===== config.mk =====
export PLATFORM = sky130hd
export DESIGN_NAME = sct_device_flat
export DESIGN_NICKNAME = d
export VERILOG_FILES = /design/src/shared/sct_pkg.sv /design/src/shared/sct_if.sv /design/src/hw/sct_fifo.sv /design/src/hw/sct_device.sv /design/src/flat_wrapper.sv
export SDC_FILE = /design/constraint.sdc
export NUM_CORES = 1
export LEC_CHECK = 0
export BUFFER_PORTS_ARGS = -buffer_cell sky130_fd_sc_hd__buf_2
export CORE_AREA = 2 2 157 159
export DETAILED_ROUTE_END_ITERATION = 10
export DIE_AREA = 0 0 159 161
export PLACE_DENSITY = 0.82
export SLEW_MARGIN = 25
export SYNTH_ARGS = -nofsm -noshare
export SYNTH_HDL_FRONTEND = slang
export SYNTH_SLANG_ARGS = --single-unit

===== constraint.sdc =====
create_clock -name core_clk -period 8.3 [get_ports core_clk]
set_input_delay 0.415 -clock core_clk [delete_from_list [all_inputs] [get_ports core_clk]]
set_output_delay 0.415 -clock core_clk [all_outputs]
set_load 0.03 [all_outputs]

===== src/shared/sct_pkg.sv =====
// Purpose: Shared constants and types for the command-transport log decoder and its host end.
// Assumes: One clock, synchronous active-high reset.
// Notes: Status page is streamed as 16-bit words, low byte first on the wire order of the page.
package sct_pkg;
  localparam logic [7:0] SCT_CMD_SMART = 8'hB0;
  localparam logic [7:0] SCT_CMD_LOG_RD = 8'h2F;
  localparam logic [7:0] SCT_CMD_LOG_WR = 8'h3F;
  localparam logic [7:0] SCT_FEAT_RD = 8'hD5;
  localparam logic [7:0] SCT_FEAT_WR = 8'hD6;
  localparam logic [7:0] SCT_SIG_LO = 8'h4F;
  localparam logic [7:0] SCT_SIG_HI = 8'hC2;
  localparam logic [7:0] SCT_PAGE_STATUS = 8'hE0;
  localparam logic [7:0] SCT_PAGE_DATA = 8'hE1;
  localparam logic [7:0] SCT_ONE = 8'h01;
  localparam logic [7:0] SCT_ZERO = 8'h00;
  localparam logic [15:0] SCT_FORMAT_VER = 16'h0003;
  localparam logic [15:0] SCT_SPEC_VER = 16'h0001;
  localparam logic [15:0] SCT_EXT_BUSY = 16'hFFFF;
  localparam int SCT_WORDS_PER_SECTOR = 256;
  localparam int SCT_IDX_FMT = 0;
  localparam int SCT_IDX_IMPL = 1;
  localparam int SCT_IDX_SPEC = 2;
  localparam int SCT_IDX_FLAG_LO = 3;
  localparam int SCT_IDX_FLAG_HI = 4;
  localparam int SCT_IDX_STATE = 5;
  localparam int SCT_IDX_EXT = 7;
  localparam int SCT_IDX_ACTION = 8;
  localparam int SCT_IDX_FUNC = 9;

  typedef enum logic [2:0]
  {
    SCT_DS_IDLE = 3'h0,
    SCT_DS_STANDBY = 3'h1,
    SCT_DS_SLEEP = 3'h2,
    SCT_DS_SELFTEST = 3'h3,
    SCT_DS_OFFLINE = 3'h4,
    SCT_DS_SCT = 3'h5
  } sct_drive_state_t;

  typedef enum logic [1:0]
  {
    SCT_ACK_NONE = 2'h0,
    SCT_ACK_OK = 2'h1,
    SCT_ACK_ERR = 2'h2
  } sct_ack_t;

  // Command block as the host places it in the task-file registers.
  typedef struct packed {
    logic [7:0] command;
    logic [7:0] feature;
    logic [7:0] count_cur;
    logic [7:0] count_prev;
    logic [7:0] lba_low;
    logic [7:0] lba_mid_cur;
    logic [7:0] lba_mid_prev;
    logic [7:0] lba_high;
  } sct_taskfile_t;
endpackage


===== src/shared/sct_if.sv =====
// Purpose: Register-level link between host controller and drive logic.
// Assumes: Both ends on core_clk.
// Notes: Data words flow in either direction with valid/ready.
interface sct_if;
  import sct_pkg::*;
  sct_taskfile_t tf;
  logic tf_valid;
  logic tf_ready;
  sct_ack_t ack;
  logic [15:0] rd_data;
  logic rd_valid;
  logic rd_ready;
  logic [15:0] wr_data;
  logic wr_valid;
  logic wr_ready;

  modport device (input tf, input tf_valid, output tf_ready, output ack,
    output rd_data, output rd_valid, input rd_ready,
    input wr_data, input wr_valid, output wr_ready);
  modport host (output tf, output tf_valid, input tf_ready, input ack,
    input rd_data, input rd_valid, output rd_ready,
    output wr_data, output wr_valid, input wr_ready);
endinterface


===== src/hw/sct_fifo.sv =====
// Purpose: Parameterised synchronous FIFO with valid/ready on both sides.
// Assumes: One clock, synchronous reset.
// Notes: Full and empty are exact; no bypass path.
module sct_fifo
#(
  parameter int WIDTH = 16,
  parameter int DEPTH = 16
)
(
  input wire logic core_clk,
  input wire logic rst,
  input wire logic [WIDTH-1:0] in_data,
  input wire logic in_valid,
  output logic in_ready,
  output logic [WIDTH-1:0] out_data,
  output logic out_valid,
  input wire logic out_ready
);
  localparam int AW = $clog2(DEPTH);
  logic [WIDTH-1:0] mem [DEPTH];
  typedef struct packed {
    logic [AW-1:0] wp;
    logic [AW-1:0] rp;
    logic [AW:0] cnt;
  } sct_fifo_st_t;
  sct_fifo_st_t st_reg;
  sct_fifo_st_t st_next;
  logic push;
  logic pop;

  assign in_ready = st_reg.cnt != (AW+1)'(DEPTH);
  assign out_valid = st_reg.cnt != '0;
  assign out_data = mem[st_reg.rp];
  assign push = in_valid && in_ready;
  assign pop = out_valid && out_ready;

  always_comb
  begin
    st_next = st_reg;
    if (push)
      st_next.wp = (st_reg.wp == AW'(DEPTH - 1)) ? '0 : st_reg.wp + 1'b1;
    if (pop)
      st_next.rp = (st_reg.rp == AW'(DEPTH - 1)) ? '0 : st_reg.rp + 1'b1;
    if (push && !pop)
      st_next.cnt = st_reg.cnt + 1'b1;
    else if (pop && !push)
      st_next.cnt = st_reg.cnt - 1'b1;
  end

  always_ff @(posedge core_clk)
  begin
    if (rst)
      st_reg <= '0;
    else
      st_reg <= st_next;
    if (push)
      mem[st_reg.wp] <= in_data;
  end
endmodule


===== src/hw/sct_device.sv =====
// Purpose: Drive-side decoder for command-transport data and status log requests.
// Assumes: Host keeps each command block stable while tf_valid is high.
// Notes: Written data sectors are buffered in a FIFO; read words pass one register; the status page is built on the fly.

// Functional notes
// SMART data transfer: B0h, D5h/D6h, C2h/4Fh, E1h.
// SMART sector count sets sectors moved.
// Log ext data: 2Fh/3Fh, E1h, count 0001h, mid zero.
// ATA ack only means accepted or rejected.
// Host polls status page for progress.
// Status information lives in log page E0h.
// Status served even during background action.
// Status read keeps power state and background work.
// SMART status: B0h D5h count 01h E0h signature.
// Log ext status: 2Fh, E0h, count 0001h, mid zero.
// Page bytes 1:0 hold format 0003h.
// Bytes 5:4 spec 0001h; 3:2 implementation.
// Flag bit0 set after full fill write.
// Any user LBA write clears flag.
// Capacity change clears flag; kept otherwise.
// Byte 10 encodes the drive state.
// Bytes 15:14 extended status, FFFFh while busy.
// Bytes 17:16, 19:18 action and function code.
module sct_device
import sct_pkg::*;
#(
  parameter int FIFO_DEPTH = 16,
  parameter logic [15:0] IMPL_VERSION = 16'h0100 // Arbitrary value.
)
(
  input wire logic core_clk,
  input wire logic rst,
  sct_if.device link,
  input wire logic [2:0] drive_state,
  input wire logic fill_done,
  input wire logic user_lba_write,
  input wire logic max_address_set,
  input wire logic max_address_set_extended,
  input wire logic configuration_overlay,
  input wire logic flag_saved,
  input wire logic flag_load,
  input wire logic [15:0] ext_status,
  input wire logic [15:0] action_code,
  input wire logic [15:0] function_code,
  output logic [15:0] data_out,
  output logic data_out_valid,
  input wire logic data_out_ready,
  input wire logic [15:0] data_in,
  input wire logic data_in_valid,
  output logic data_in_ready,
  output logic seg_init_flag,
  output logic xfer_busy
);
  typedef enum logic [1:0]
  {
    SCT_ST_IDLE = 2'b00,
    SCT_ST_STATUS = 2'b01,
    SCT_ST_RD = 2'b10,
    SCT_ST_WR = 2'b11
  } sct_dev_fsm_t;

  typedef struct packed {
    sct_dev_fsm_t fsm;
    logic [16:0] words_left;
    logic [7:0] idx;
    logic flag;
    sct_ack_t ack;
    logic [15:0] rd_data;
    logic rd_valid;
  } sct_dev_st_t;

  sct_dev_st_t st_reg;
  sct_dev_st_t st_next;
  logic [15:0] wfifo_data;
  logic wfifo_valid;
  logic wfifo_ready;
  logic smart_sig;
  logic ext_ok;
  logic [2:0] kind;

  ////////////////////////////////////////////////////////////////////////////
  // Command block decode.

  // Returns the page word at a given index; the rest of the page reads zero.
  function automatic logic [15:0] page_word(input logic [7:0] i, input logic flag,
    input logic [2:0] ds, input logic [15:0] ext, input logic [15:0] act, input logic [15:0] fn);
    logic [15:0] w;
    w = '0;
    case (i)
      8'(SCT_IDX_FMT): w = SCT_FORMAT_VER;
      8'(SCT_IDX_IMPL): w = IMPL_VERSION;
      8'(SCT_IDX_SPEC): w = SCT_SPEC_VER;
      8'(SCT_IDX_FLAG_LO): w = {15'h0000, flag};
      8'(SCT_IDX_FLAG_HI): w = '0;
      8'(SCT_IDX_STATE): w = {13'h0000, ds};
      8'(SCT_IDX_EXT): w = (ds == SCT_DS_SCT) ? SCT_EXT_BUSY : ext;
      8'(SCT_IDX_ACTION): w = act;
      8'(SCT_IDX_FUNC): w = fn;
      default: w = '0;
    endcase
    return w;
  endfunction

  assign smart_sig = link.tf.command == SCT_CMD_SMART && link.tf.lba_mid_cur == SCT_SIG_LO
    && link.tf.lba_high == SCT_SIG_HI;
  assign ext_ok = link.tf.count_cur == SCT_ONE && link.tf.count_prev == SCT_ZERO
    && link.tf.lba_mid_cur == SCT_ZERO && link.tf.lba_mid_prev == SCT_ZERO;

  // Kind: 1 status, 2 data read, 3 data write, 0 rejected.
  always_comb
  begin
    kind = 3'h0;
    if (smart_sig && link.tf.feature == SCT_FEAT_RD && link.tf.lba_low == SCT_PAGE_STATUS
        && link.tf.count_cur == SCT_ONE)
      kind = 3'h1;
    else if (smart_sig && link.tf.lba_low == SCT_PAGE_DATA && link.tf.count_cur != SCT_ZERO)
    begin
      if (link.tf.feature == SCT_FEAT_RD)
        kind = 3'h2;
      else if (link.tf.feature == SCT_FEAT_WR)
        kind = 3'h3;
    end
    else if (ext_ok && link.tf.command == SCT_CMD_LOG_RD && link.tf.lba_low == SCT_PAGE_STATUS)
      kind = 3'h1;
    else if (ext_ok && link.tf.lba_low == SCT_PAGE_DATA)
    begin
      if (link.tf.command == SCT_CMD_LOG_RD)
        kind = 3'h2;
      else if (link.tf.command == SCT_CMD_LOG_WR)
        kind = 3'h3;
    end
  end

  ////////////////////////////////////////////////////////////////////////////
  // Incoming sector data passes the FIFO so the user side can stall the host.

  sct_fifo #(.WIDTH(16), .DEPTH(FIFO_DEPTH)) u_wfifo
  (
    .core_clk(core_clk),
    .rst(rst),
    .in_data(link.wr_data),
    .in_valid(link.wr_valid && st_reg.fsm == SCT_ST_WR),
    .in_ready(wfifo_ready),
    .out_data(wfifo_data),
    .out_valid(wfifo_valid),
    .out_ready(data_out_ready)
  );

  assign link.wr_ready = wfifo_ready && st_reg.fsm == SCT_ST_WR;
  assign link.tf_ready = st_reg.fsm == SCT_ST_IDLE && st_reg.ack == SCT_ACK_NONE;
  assign link.ack = st_reg.ack;
  assign link.rd_data = st_reg.rd_data;
  assign link.rd_valid = st_reg.rd_valid;
  assign data_out = wfifo_data;
  assign data_out_valid = wfifo_valid;
  assign data_in_ready = st_reg.fsm == SCT_ST_RD && (!st_reg.rd_valid || link.rd_ready);
  assign seg_init_flag = st_reg.flag;
  assign xfer_busy = st_reg.fsm != SCT_ST_IDLE;

  ////////////////////////////////////////////////////////////////////////////
  // Sequencing. Nothing here drives the power state or background work.

  always_comb
  begin
    st_next = st_reg;
    st_next.ack = SCT_ACK_NONE;
    if (st_reg.rd_valid && link.rd_ready)
      st_next.rd_valid = 1'b0;
    // A clearing event wins over completion of a fill, since data is then stale.
    if (flag_load)
      st_next.flag = flag_saved;
    else if (fill_done)
      st_next.flag = 1'b1;
    if (user_lba_write)
      st_next.flag = 1'b0;
    if (max_address_set || max_address_set_extended || configuration_overlay)
      st_next.flag = 1'b0;
    case (st_reg.fsm)
      SCT_ST_IDLE:
      begin
        if (link.tf_valid && link.tf_ready)
        begin
          // Accept only reports the decode result, never completion of the action.
          st_next.ack = (kind == 3'h0) ? SCT_ACK_ERR : SCT_ACK_OK;
          st_next.idx = '0;
          st_next.words_left = 17'(link.tf.count_cur) * 17'(SCT_WORDS_PER_SECTOR);
          case (kind)
            3'h1: st_next.fsm = SCT_ST_STATUS;
            3'h2: st_next.fsm = SCT_ST_RD;
            3'h3: st_next.fsm = SCT_ST_WR;
            default: st_next.fsm = SCT_ST_IDLE;
          endcase
          if (kind == 3'h1)
            st_next.words_left = 17'(SCT_WORDS_PER_SECTOR);
        end
      end
      SCT_ST_STATUS:
      begin
        if (!st_reg.rd_valid || link.rd_ready)
        begin
          st_next.rd_data = page_word(st_reg.idx, st_reg.flag, drive_state, ext_status,
            action_code, function_code);
          st_next.rd_valid = 1'b1;
          st_next.idx = st_reg.idx + 8'h01;
          st_next.words_left = st_reg.words_left - 17'h00001;
          if (st_reg.words_left == 17'h00001)
            st_next.fsm = SCT_ST_IDLE;
        end
      end
      SCT_ST_RD:
      begin
        if (data_in_valid && data_in_ready)
        begin
          st_next.rd_data = data_in;
          st_next.rd_valid = 1'b1;
          st_next.words_left = st_reg.words_left - 17'h00001;
          if (st_reg.words_left == 17'h00001)
            st_next.fsm = SCT_ST_IDLE;
        end
      end
      SCT_ST_WR:
      begin
        if (link.wr_valid && link.wr_ready)
        begin
          st_next.words_left = st_reg.words_left - 17'h00001;
          if (st_reg.words_left == 17'h00001)
            st_next.fsm = SCT_ST_IDLE;
        end
      end
      default: st_next.fsm = SCT_ST_IDLE;
    endcase
  end

  always_ff @(posedge core_clk)
  begin
    if (rst)
      st_reg <= '{fsm: SCT_ST_IDLE, ack: SCT_ACK_NONE, default: '0};
    else
      st_reg <= st_next;
  end
endmodule


===== src/flat_wrapper.sv =====
// flat-port wrapper written by rule: the top's interface ports become plain ports
module sct_device_flat import sct_pkg::*;
#(
  parameter int FIFO_DEPTH = 16,
  parameter logic [15:0] IMPL_VERSION = 16'h0100                    
)
  (core_clk, rst, drive_state, fill_done, user_lba_write, max_address_set, max_address_set_extended, configuration_overlay, flag_saved, flag_load, ext_status, action_code, function_code, data_out, data_out_valid, data_out_ready, data_in, data_in_valid, data_in_ready, seg_init_flag, xfer_busy, link_tf, link_tf_valid, link_tf_ready, link_ack, link_rd_data, link_rd_valid, link_rd_ready, link_wr_data, link_wr_valid, link_wr_ready);
  sct_if link_i ();
  input wire logic core_clk;
  input wire logic rst;
  input wire logic [2:0] drive_state;
  input wire logic fill_done;
  input wire logic user_lba_write;
  input wire logic max_address_set;
  input wire logic max_address_set_extended;
  input wire logic configuration_overlay;
  input wire logic flag_saved;
  input wire logic flag_load;
  input wire logic [15:0] ext_status;
  input wire logic [15:0] action_code;
  input wire logic [15:0] function_code;
  output logic [15:0] data_out;
  output logic data_out_valid;
  input wire logic data_out_ready;
  input wire logic [15:0] data_in;
  input wire logic data_in_valid;
  output logic data_in_ready;
  output logic seg_init_flag;
  output logic xfer_busy;
  input wire logic [$bits(link_i.tf)-1:0] link_tf;
  input wire logic [$bits(link_i.tf_valid)-1:0] link_tf_valid;
  output wire logic [$bits(link_i.tf_ready)-1:0] link_tf_ready;
  output wire logic [$bits(link_i.ack)-1:0] link_ack;
  output wire logic [$bits(link_i.rd_data)-1:0] link_rd_data;
  output wire logic [$bits(link_i.rd_valid)-1:0] link_rd_valid;
  input wire logic [$bits(link_i.rd_ready)-1:0] link_rd_ready;
  input wire logic [$bits(link_i.wr_data)-1:0] link_wr_data;
  input wire logic [$bits(link_i.wr_valid)-1:0] link_wr_valid;
  output wire logic [$bits(link_i.wr_ready)-1:0] link_wr_ready;
  assign link_i.tf = link_tf;
  assign link_i.tf_valid = link_tf_valid;
  assign link_tf_ready = link_i.tf_ready;
  assign link_ack = link_i.ack;
  assign link_rd_data = link_i.rd_data;
  assign link_rd_valid = link_i.rd_valid;
  assign link_i.rd_ready = link_rd_ready;
  assign link_i.wr_data = link_wr_data;
  assign link_i.wr_valid = link_wr_valid;
  assign link_wr_ready = link_i.wr_ready;
  sct_device #(.FIFO_DEPTH(FIFO_DEPTH), .IMPL_VERSION(IMPL_VERSION)) u_core (.core_clk(core_clk), .rst(rst), .link(link_i), .drive_state(drive_state), .fill_done(fill_done), .user_lba_write(user_lba_write), .max_address_set(max_address_set), .max_address_set_extended(max_address_set_extended), .configuration_overlay(configuration_overlay), .flag_saved(flag_saved), .flag_load(flag_load), .ext_status(ext_status), .action_code(action_code), .function_code(function_code), .data_out(data_out), .data_out_valid(data_out_valid), .data_out_ready(data_out_ready), .data_in(data_in), .data_in_valid(data_in_valid), .data_in_ready(data_in_ready), .seg_init_flag(seg_init_flag), .xfer_busy(xfer_busy));
endmodule

==> metrics.yaml, run 1 <==
run_status:
  status: "finished, final reports clean"
clock_network:
  cts_tree: "yes"
  clkLatencyLatePin_ps: 570
  postCtsSetupBuffers: 0
  htree_num_levels: 1
  clkTransAtPathRegs_ps: 60
  clock_sinks: 320
  ctsResizeCount: 0
  clockBufferDepth: 3
  cts_root_buffer: "clkbuf_16"
  cts-buffers-inserted: 31
floorplan:
  start_util_pct: 58.7
  rows: 57
  core_area_um2: 24000
  die-area_um2: 25600
  pin_count: 202
  die_w_um: 159
  die_height_um: 161
pwr:
  p_leak_nw: 5.62
  p_total_mw: 3.31
  peakVddDrop_mv: 0.205
  power.density_nw_per_um2: 204
timing:
  setup_viol: 0
  skew_ps: 12.0
  slew_headroom_pct: 25.4
  worst_pin_slew_ps: 1120
  period_minus_slack_ps: 3790
  finalSetupTns_ps: 0
  max_freq_ghz: 0.264
  finalHoldViolCount: 0
  rsz0062_at_grt: "no"
  period_share_pct: 45.7
  finalMaxSlewViolations: 0
  fin_hold_ws_ps: 91.4
  setup_slack_ps: 4510
layout:
  diodes: 0
  drive_gt1_share_pct: 34.9
  layout.nets: 1272
  fin_util_pct: 67.9
  stdcell_area_um2: 16300
  largest_reg_flops: 256
  layout.cells.non_filler: 1438
  fillCellCount: 1637
  area_growth_syn_to_layout_pct: 15.6
placed_design:
  dp_hpwl_mm: 19.9
  portBuffers: 201
  dp_cells: 1379
  gp_congestion: 0.805
  preCtsSetupSlack_ps: 5070
  place_area_um2: 15200
yosys:
  syn_inst: 919
  syn_nets: 1101
  yosysUniqueCellTypes: 72
  yosysWarnings: 0
  synth_top_area_share_pct: 54.6
  ys.flop_type: "edfxtp_1"
  yosysTopAreaCell: "edfxtp_1"
  syn_area_um2: 14100
  seq_area_frac_synth_pct: 63.7
  async_reset_ff_share_pct: 0
  yosys-top-cells-area: "edfxtp_1 55%, mux4_2 13%, dfxtp_1 9.1%"
  ys_ff_latch: 320
  synth_edf_count: 256
  avgSynthCellArea_um2: 15.3
routing:
  drc_errors: 0
  vias: 8928
  first_iter_violations: 714
  wl_per_cell_um: 23.7
  drt-pass1-iter-count: 5
  viasPerCell: 6.21
  ant_nets: 0
  wl_mm: 34.1
grt:
  grtUsageTotal_pct: 26.6
  antenna_found_initial: 1
  grt_max_degree: 65
  overflow: 0
  grt_pass1_vias: 8915
  grt_pass1_wl_mm: 51.8
setup_path:
  worst-endpoint-required_ps: 7890
  worstSetupPathType: "flip-flop to output port"
  r2r_slack_ps: 5330
  endpoint: "data_out[14]"
  cp-start-kind: "flip-flop"
  r2r_start: "u_core.u_wfifo.st_reg[0]$_SDFFE_PP0P_"
  worstRegToRegCells: 11
  endpoint_kind: "output port"
  path_max_fanout: 41
  r2r-end: "u_core.u_wfifo.st_reg[4]$_SDFFE_PP0P_"
  critPathArrivalTime_ps: 3380
min_path:
  hp-class: "input port to flip-flop"
flow_run:
  max_cap_violations: 0
## kinds of logic (layout without fill, tap and decap cells)
| family | after synthesis | after routing | synth area share (%) |
|---|---|---|---|
| AND/OR/NAND/NOR | 240 | 240 | 10.0 |
| adder cells (fa/ha/maj) | 21 | 21 | 1.92 |
| multiplexers | 82 | 82 | 12.9 |
| flip-flops | 320 | 320 | 63.7 |
| buffers and inverters | 87 | 282 | 3.09 |
| XOR/XNOR | 14 | 14 | 0.871 |
| AO/OA/AOI/OAI | 155 | 155 | 7.43 |
## layer usage
layer	vias to the layer above	share of wire (%)	global-route usage (%)
met4	2	3.6	8.76
met2	479	53	48.3
met1	4407	37	32.8
met3	83	7.2	4.29
met5	-	0.047	0
li1	3957	-	-
## worst max-delay path, stage by stage (launching register included)
cell and delay, ps:
dfxtp_4 660, buf_4 730, mux4_2 620, mux4_2 530, buf_2 210
## placed cells by master (no fill, tap or decap), types with 7 or more instances in the layout
master       n
a21oi_1     36
nor2_1      70
o21ai_1     27
and2_1       8
ha_1        19
nor3_2      12
nor4_1      18
nand2_2     10
mux4_2      80
xor2_1       8
inv_1       16
nand3_1      9
a22o_1      15
a21oi_2     10
and2_2       9
clkbuf_16   31
o21ai_0     12
buf_2      201
a211oi_1    16
nand2b_1     7
clkbuf_1     8
nand2_1     26
dfxtp_1     62
edfxtp_1   256
nor3_1      18
## repair_timing
item	4_1_cts	5_1_grt
setup endpoints to repair	0	0
hold buffers	1	0
hold endpoints to repair	1	0
## power by group
part | internal [mW] | switching (mW)
Sequential | 1.73 | 0.00242
Combinational | 0.0428 | 0.0576
Clock | 0.879 | 0.601
## synthesized netlist by cell type (3+ instances only)
library cell and n:
dfxtp_1 64, o21ai_0 12, ha_1 20, nor3b_1 5
nand2_2 10, nor3_2 12, a22oi_1 6, and3b_1 3
inv_1 16, a31oi_1 3, nand2_1 26, a21oi_1 36
buf_6 3, xor2_1 8, nand3_1 9, xnor2_1 6
buf_2 10, or4_1 5, edfxtp_1 256, a211oi_1 16
or3_1 5, nor3_1 18, a22o_1 15, nand2b_1 7
mux4_2 80, nor4_1 18, clkbuf_1 34, nand3b_1 5
buf_4 19, nor2_1 70, and3_1 6, nand4_1 6
a21oi_2 10, o21ai_1 27, and2_1 17, a2bb2oi_1 5
buf_1 3
## cell type report
class                      count  area (um^2)  area share [%]
clock buffer                  39          806            4.95
clock inverter                18          267            1.64
inverter                      17         63.8           0.392
multi-input combinational    512         4680            28.8
sequential                   320         8970            55.2
tap                          324          405            2.49
timing repair buffer         208         1070            6.57
## worst min path at each step
stage / startpoint / to / slack [ps] / cells after the start
finish: max_address_set / u_core.seg_init_flag$_SDFFE_PP0P_ / 90 / 3
floorplan: u_core.st_reg[40]$_SDFFE_PP0P_ / u_core.st_reg[40]$_SDFFE_PP0P_ / 450 / 2
global placement: u_core.st_reg[40]$_SDFFE_PP0P_ / u_core.st_reg[40]$_SDFFE_PP0P_ / 460 / 2
global route: max_address_set / u_core.seg_init_flag$_SDFFE_PP0P_ / 110 / 3
CTS: max_address_set / u_core.seg_init_flag$_SDFFE_PP0P_ / 70 / 3
detailed placement: u_core.st_reg[40]$_SDFFE_PP0P_ / u_core.st_reg[40]$_SDFFE_PP0P_ / 480 / 2
Note: power is estimated with default switching activity, not from simulation.
==> run 2, diff against run 1 <==
ABC_AREA = 1   (was unset)
CORE_AREA = 2 2 162 164   (was 2 2 157 159)
DIE_AREA = 0 0 164 166   (was 0 0 159 161)
PLACE_DENSITY = 0.8   (was 0.82)
clock period = 3.9 ns   (was 8.3 ns; I/O delays follow)
==> run 2 against run 1 <==
Via count is 25% higher. Largest cell class unchanged. Critical endpoint is now data_out[11]. Die area is 6.3% higher. Count of clock-buffer cells in the layout is 2 lower. Largest power group unchanged.
==> metrics.yaml, run 2 <==
routing:
  first_iter_violations: 1158
  ant_nets: 0
  drt-pass1-iter-count: 6
  drc_errors: 0
  wl_mm: 35.8
  viasPerCell: 5.73
  vias: 11100
  wl_per_cell_um: 18.4
floorplan:
  pin_count: 202
  rows: 59
  start_util_pct: 57.0
  core_area_um2: 25600
  die-area_um2: 27200
  die_w_um: 164
  die_height_um: 166
flow_run:
  max_cap_violations: 0
layout:
  layout.cells.non_filler: 1945
  final_cell_mix: "256 x edfxtp_1, 201 x buf_2, 178 x nand2_1"
  mostFrequentLayoutCell: "edfxtp_1"
  layout.nets: 1766
  largest_reg_flops: 256
  area_growth_syn_to_layout_pct: 16.7
  drive_gt1_share_pct: 18.3
  fin_util_pct: 66.5
yosys:
  synth_fa_ha_area_share_pct: 1.85
  synth_top_area_share_pct: 52.7
  avgSynthCellArea_um2: 10.5
  yosys-top-cells-area: "edfxtp_1 53%, dfxtp_1 8.8%, o21ai_0 4.8%"
  ys_ff_latch: 320
  syn_area_um2: 14600
  async_reset_ff_share_pct: 0
  syn_nets: 1577
  yosysTopAreaCell: "edfxtp_1"
  yosysWarnings: 0
  synth_mux_area_share_pct: 4.39
  synth_top_family_by_area: "compound AO/OA/AOI/OAI gates"
  synthSimpleGateAreaFrac_pct: 11.7
  synth_commonest_cells: "256 x edfxtp_1, 178 x nand2_1, 151 x inv_1"
  synth_xor_area_share_pct: 0.540
  synth_edf_count: 256
  syn_inst: 1395
  yosysMostFrequentCell: "edfxtp_1"
  seq_area_frac_synth_pct: 61.4
  ys.flop_type: "edfxtp_1"
  yosysUniqueCellTypes: 42
  synth_compound_area_share_pct: 13.3
setup_path:
  worst-endpoint-required_ps: 3700
  worstSetupPathType: "flip-flop to output port"
  path_max_fanout: 73
  cp-start-kind: "flip-flop"
  critPathArrivalTime_ps: 2670
  endpoint_kind: "output port"
placed_design:
  dp_cells: 1862
  gp_congestion: 0.928
  dp_hpwl_mm: 22.9
  portBuffers: 201
timing:
  worst_pin_slew_ps: 1050
  finalMaxSlewViolations: 0
  max_freq_ghz: 0.349
  period_share_pct: 73.5
  finalHoldViolCount: 0
  slew_headroom_pct: 29.6
  period_minus_slack_ps: 2870
  finalSetupTns_ps: 0
  rsz0062_at_grt: "no"
  setup_viol: 0
  skew_ps: 19.9
grt:
  overflow: 0
  grtUsageMet1_pct: 31.5
  grt_pass1_wl_mm: 56.1
  antenna_found_initial: 3
  use_met3_pct: 4.02
  grt.busiest_layer: "met2"
  grt_pass1_vias: 11100
  grtUsageTotal_pct: 26.2
  grt_util_met2_pct: 46.6
  grt_max_degree: 74
pwr:
  peakVddDrop_mv: 0.353
  p_leak_nw: 6.54
  power.density_nw_per_um2: 512
clock_network:
  cts_root_buffer: "clkbuf_16"
  clock_sinks: 320
  htree_num_levels: 1
  clkLatencyLatePin_ps: 560
  cts_tree: "yes"
  ctsResizeCount: 0
  clkTransAtPathRegs_ps: 60
  clockBufferDepth: 3
  cts-buffers-inserted: 31
min_path:
  hp-class: "input port to flip-flop"
run_status:
  status: "finished, final reports clean"
## run 2: cell types whose count changed after synthesis, moves of 15 or more
cell      previous run  this run
o21ai_1             27         2
o21ai_0             12       139
a22o_1              15         0
a21oi_1             36       129
mux4_2              80         0
inv_1               16       151
mux2i_1              2        64
and2_1              17         2
nand3_1              9        58
nand2_1             26       178
nor4_1              18         3
o211ai_1             0        69
nor2_1              70       115
## run 2: power by group
group | total (mW) | internal (mW) | switching, mW
sequential | 3.84 | 3.74 | 0.108
clock | 2.92 | 1.66 | 1.26
combinational | 1.96 | 0.704 | 1.26
## run 2: area by class of cell
| type | instances | area (um^2) |
|---|---|---|
| Inverter | 158 | 593 |
| Timing Repair Buffer | 235 | 1350 |
| Tap cell | 335 | 419 |
| Multi-Input combinational cell | 838 | 4710 |
| Clock buffer | 37 | 798 |
| Clock inverter | 20 | 189 |
| Antenna cell | 2 | 5.00 |
| Sequential cell | 320 | 8970 |
| Fill cell | 1853 | 8580 |
## run 2: repair_timing
action,CTS,global route
endpoints found under the hold margin,24,0
buffers inserted,0,0
hold buffers,24,0
## run 2: per-layer routing
metal / wire [um] / part of all wire, %
met5: 7 / 0.020
met3: 2560 / 7.2
met1: 13500 / 38
met2: 18100 / 51
met4: 1530 / 4.3
## run 2: worst paths after layout
check / slack [ps] / from / endpoint / cells past startpoint
min reg2reg: 490 / u_core.u_wfifo.st_reg[7]$_SDFFE_PP0N_ / flip-flop / 2
max reg2reg: 1130 / u_core.st_reg[45]$_SDFFE_PP0P_ / u_core.u_wfifo.st_reg[4]$_SDFFE_PP0P_ / 15
min: 10 / link_wr_data[9] / u_core.u_wfifo.mem[6][9]$_DFFE_PP_ / 1
max: 1030 / flip-flop / data_out[11] / 7
## run 2: kinds of logic after synthesis
logic type      Yosys count
flops                   320
fa+ha+maj                21
xor+xnor                  9
compound gates          349
simple gates            395
mux                      64
buf+inv                 237
## run 2: metrics by stage
stage                     hold slack [ps]  area (um^2)  setup slack [ps]  total power, mW
after CTS                            1.90        17000              1010             8.74
after global routing                 12.3        17000               823             9.08
after detailed placement              379        15800              1210             5.84
final                                14.8        17000              1030             8.72
after global placement                380        15800              1330             5.78
after floorplan                       271        14600              1330             5.27
## run 2: critical path, stage by stage, from the launching register on
cell,delay [ps]
dfxtp_4,770
buf_12,370
a21oi_1,140
o21ai_0,120
o21ai_0,120
o211ai_1,270
nand2_1,80
buf_2,180
==> run 3, diff against run 2 <==
clock period = 3 ns   (was 3.9 ns; I/O delays follow)
==> run 3 against run 2 <==
Global-route usage decreased by 0.32 points. Sequential power up 28%. Final cell count rose by 2.2%. Die area unchanged. Sequential cell count did not move. Highest routed layer unchanged.
==> metrics.yaml, run 3 (synthesized netlist as in run 2, its figures left out) <==
clock_network:
  clockBufferDepth: 3
  postCtsSetupBuffers: 0
  clock_sinks: 320
  htree_num_levels: 1
  cts-buffers-inserted: 31
  clkTransAtPathRegs_ps: 60
  cts_tree: "yes"
  clkLatencyLatePin_ps: 550
  ctsResizeCount: 0
  cts_root_buffer: "clkbuf_16"
timing:
  max_freq_ghz: 0.366
  finalSetupTns_ps: 0
  finalHoldViolCount: 0
  rsz0062_at_grt: "no"
  worst_pin_slew_ps: 956
  finalMaxSlewViolations: 0
  setup_viol: 0
  period_share_pct: 91.0
  period_minus_slack_ps: 2730
  fin_hold_ws_ps: 12.4
  skew_ps: 14.2
  slew_headroom_pct: 35.9
layout:
  area_growth_syn_to_layout_pct: 19.0
  multiInputGateArea_um2: 4690
  largest_reg_flops: 256
  fillCellCount: 1840
  final_cell_mix: "256 x edfxtp_1, 201 x buf_2, 178 x nand2_1"
  regArea_um2: 8970
  layout.nets: 1810
  mostFrequentLayoutCell: "edfxtp_1"
  diodes: 0
  drive_gt1_share_pct: 18.5
grt:
  antenna_found_initial: 1
  grt_max_degree: 89
  overflow: 0
  grtUsageTotal_pct: 25.8
  grt_pass1_vias: 11000
  grt_pass1_wl_mm: 55.6
floorplan:
  rows: 59
  die_height_um: 166
  core_area_um2: 25600
  start_util_pct: 57.0
  die-area_um2: 27200
  die_w_um: 164
  pin_count: 202
setup_path:
  worstSetupPathType: "flip-flop to flip-flop"
  endpoint_kind: "flip-flop"
  cp-start-kind: "flip-flop"
  critPathArrivalTime_ps: 3220
  worst-endpoint-required_ps: 3490
  path_max_fanout: 17
routing:
  viasPerCell: 5.65
  ant_nets: 0
  drt-pass1-iter-count: 8
  wl_mm: 35.2
  first_iter_violations: 944
  vias: 11200
  drc_errors: 0
  wl_per_cell_um: 17.7
pwr:
  power.density_nw_per_um2: 639
  p_leak_nw: 6.74
  peakVddDrop_mv: 0.513
placed_design:
  dp_hpwl_mm: 22.7
  gp_congestion: 0.914
  portBuffers: 201
min_path:
  hp-class: "input port to flip-flop"
flow_run:
  max_cap_violations: 0
run_status:
  status: "finished, final reports clean"
==> run 3: final timing paths <==
| check | from | to | slack, ps | cells past startpoint |
|---|---|---|---|---|
| worst max-delay path | u_core.st_reg[45]$_SDFFE_PP0P_ | u_core.st_reg[41]$_SDFFE_PP0P_ | 270 | 11 |
| worst min-delay path | rst | u_core.st_reg[27]$_SDFFE_PP0P_ | 10 | 2 |
| worst min register to register | u_core.u_wfifo.st_reg[7]$_SDFFE_PP0N_ | flip-flop | 480 | 2 |
| worst max register to register | u_core.st_reg[45]$_SDFFE_PP0P_ | u_core.st_reg[41]$_SDFFE_PP0P_ | 270 | 11 |
==> run 3: stage by stage <==
step	std cells	worst slack [ps]	total power, mW	cell area (um^2)	util (%)
2_1_floorplan	1395	429	6.85	14600	-
3_3_place_gp	1881	415	7.51	16000	62.3
3_5_place_dp	1881	372	7.58	16000	62.3
4_1_cts	1988	291	11.1	17400	67.8
5_1_grt	1988	78.5	11.6	17400	67.8
6_report	1988	269	11.1	17400	67.8
==> run 3: final cells by class <==
type,count,share of cell area [%]
Clock buffer,41,4.68
Clock inverter,17,0.648
Inverter,158,3.41
Multi-Input combinational cell,838,27.0
Sequential cell,320,51.6
Tap cell,335,2.41
Timing Repair Buffer,279,10.2
==> run 3: worst max-delay path, stage by stage (launching register included) <==
cell and delay, ps:
dfxtp_1 340, inv_1 110, ha_1 220, inv_1 100
nor3_2 170, nand2_1 90, nand2_1 120, nand3_2 320
inv_2 360, o211ai_1 140, a21oi_1 140, dlygate4sd3_1 550
==> run 3: power by group <==
part / switching, mW / total (mW) / internal [mW]
sequential: 0.0763 / 4.93 / 4.86
clock: 1.56 / 3.55 / 1.99
combinational: 1.68 / 2.63 / 0.949
==> run 3: repair_timing <==
action	in CTS	in global routing
setup endpoints to repair	0	0
hold buffers	49	0
hold endpoints to repair	217	0
==> run 3: per-layer routing <==
| metal | part of all wire, % | vias up | global-route usage [%] | wire length [um] |
|---|---|---|---|---|
| met4 | 3.3 | 2 | 10.3 | 1180 |
| met1 | 38 | 5294 | 31.8 | 13500 |
| met5 | 0.034 | - | 0 | 12 |
| li1 | - | 5337 | - | - |
| met2 | 51 | 506 | 45.6 | 18000 |
| met3 | 7.1 | 84 | 3.80 | 2510 |
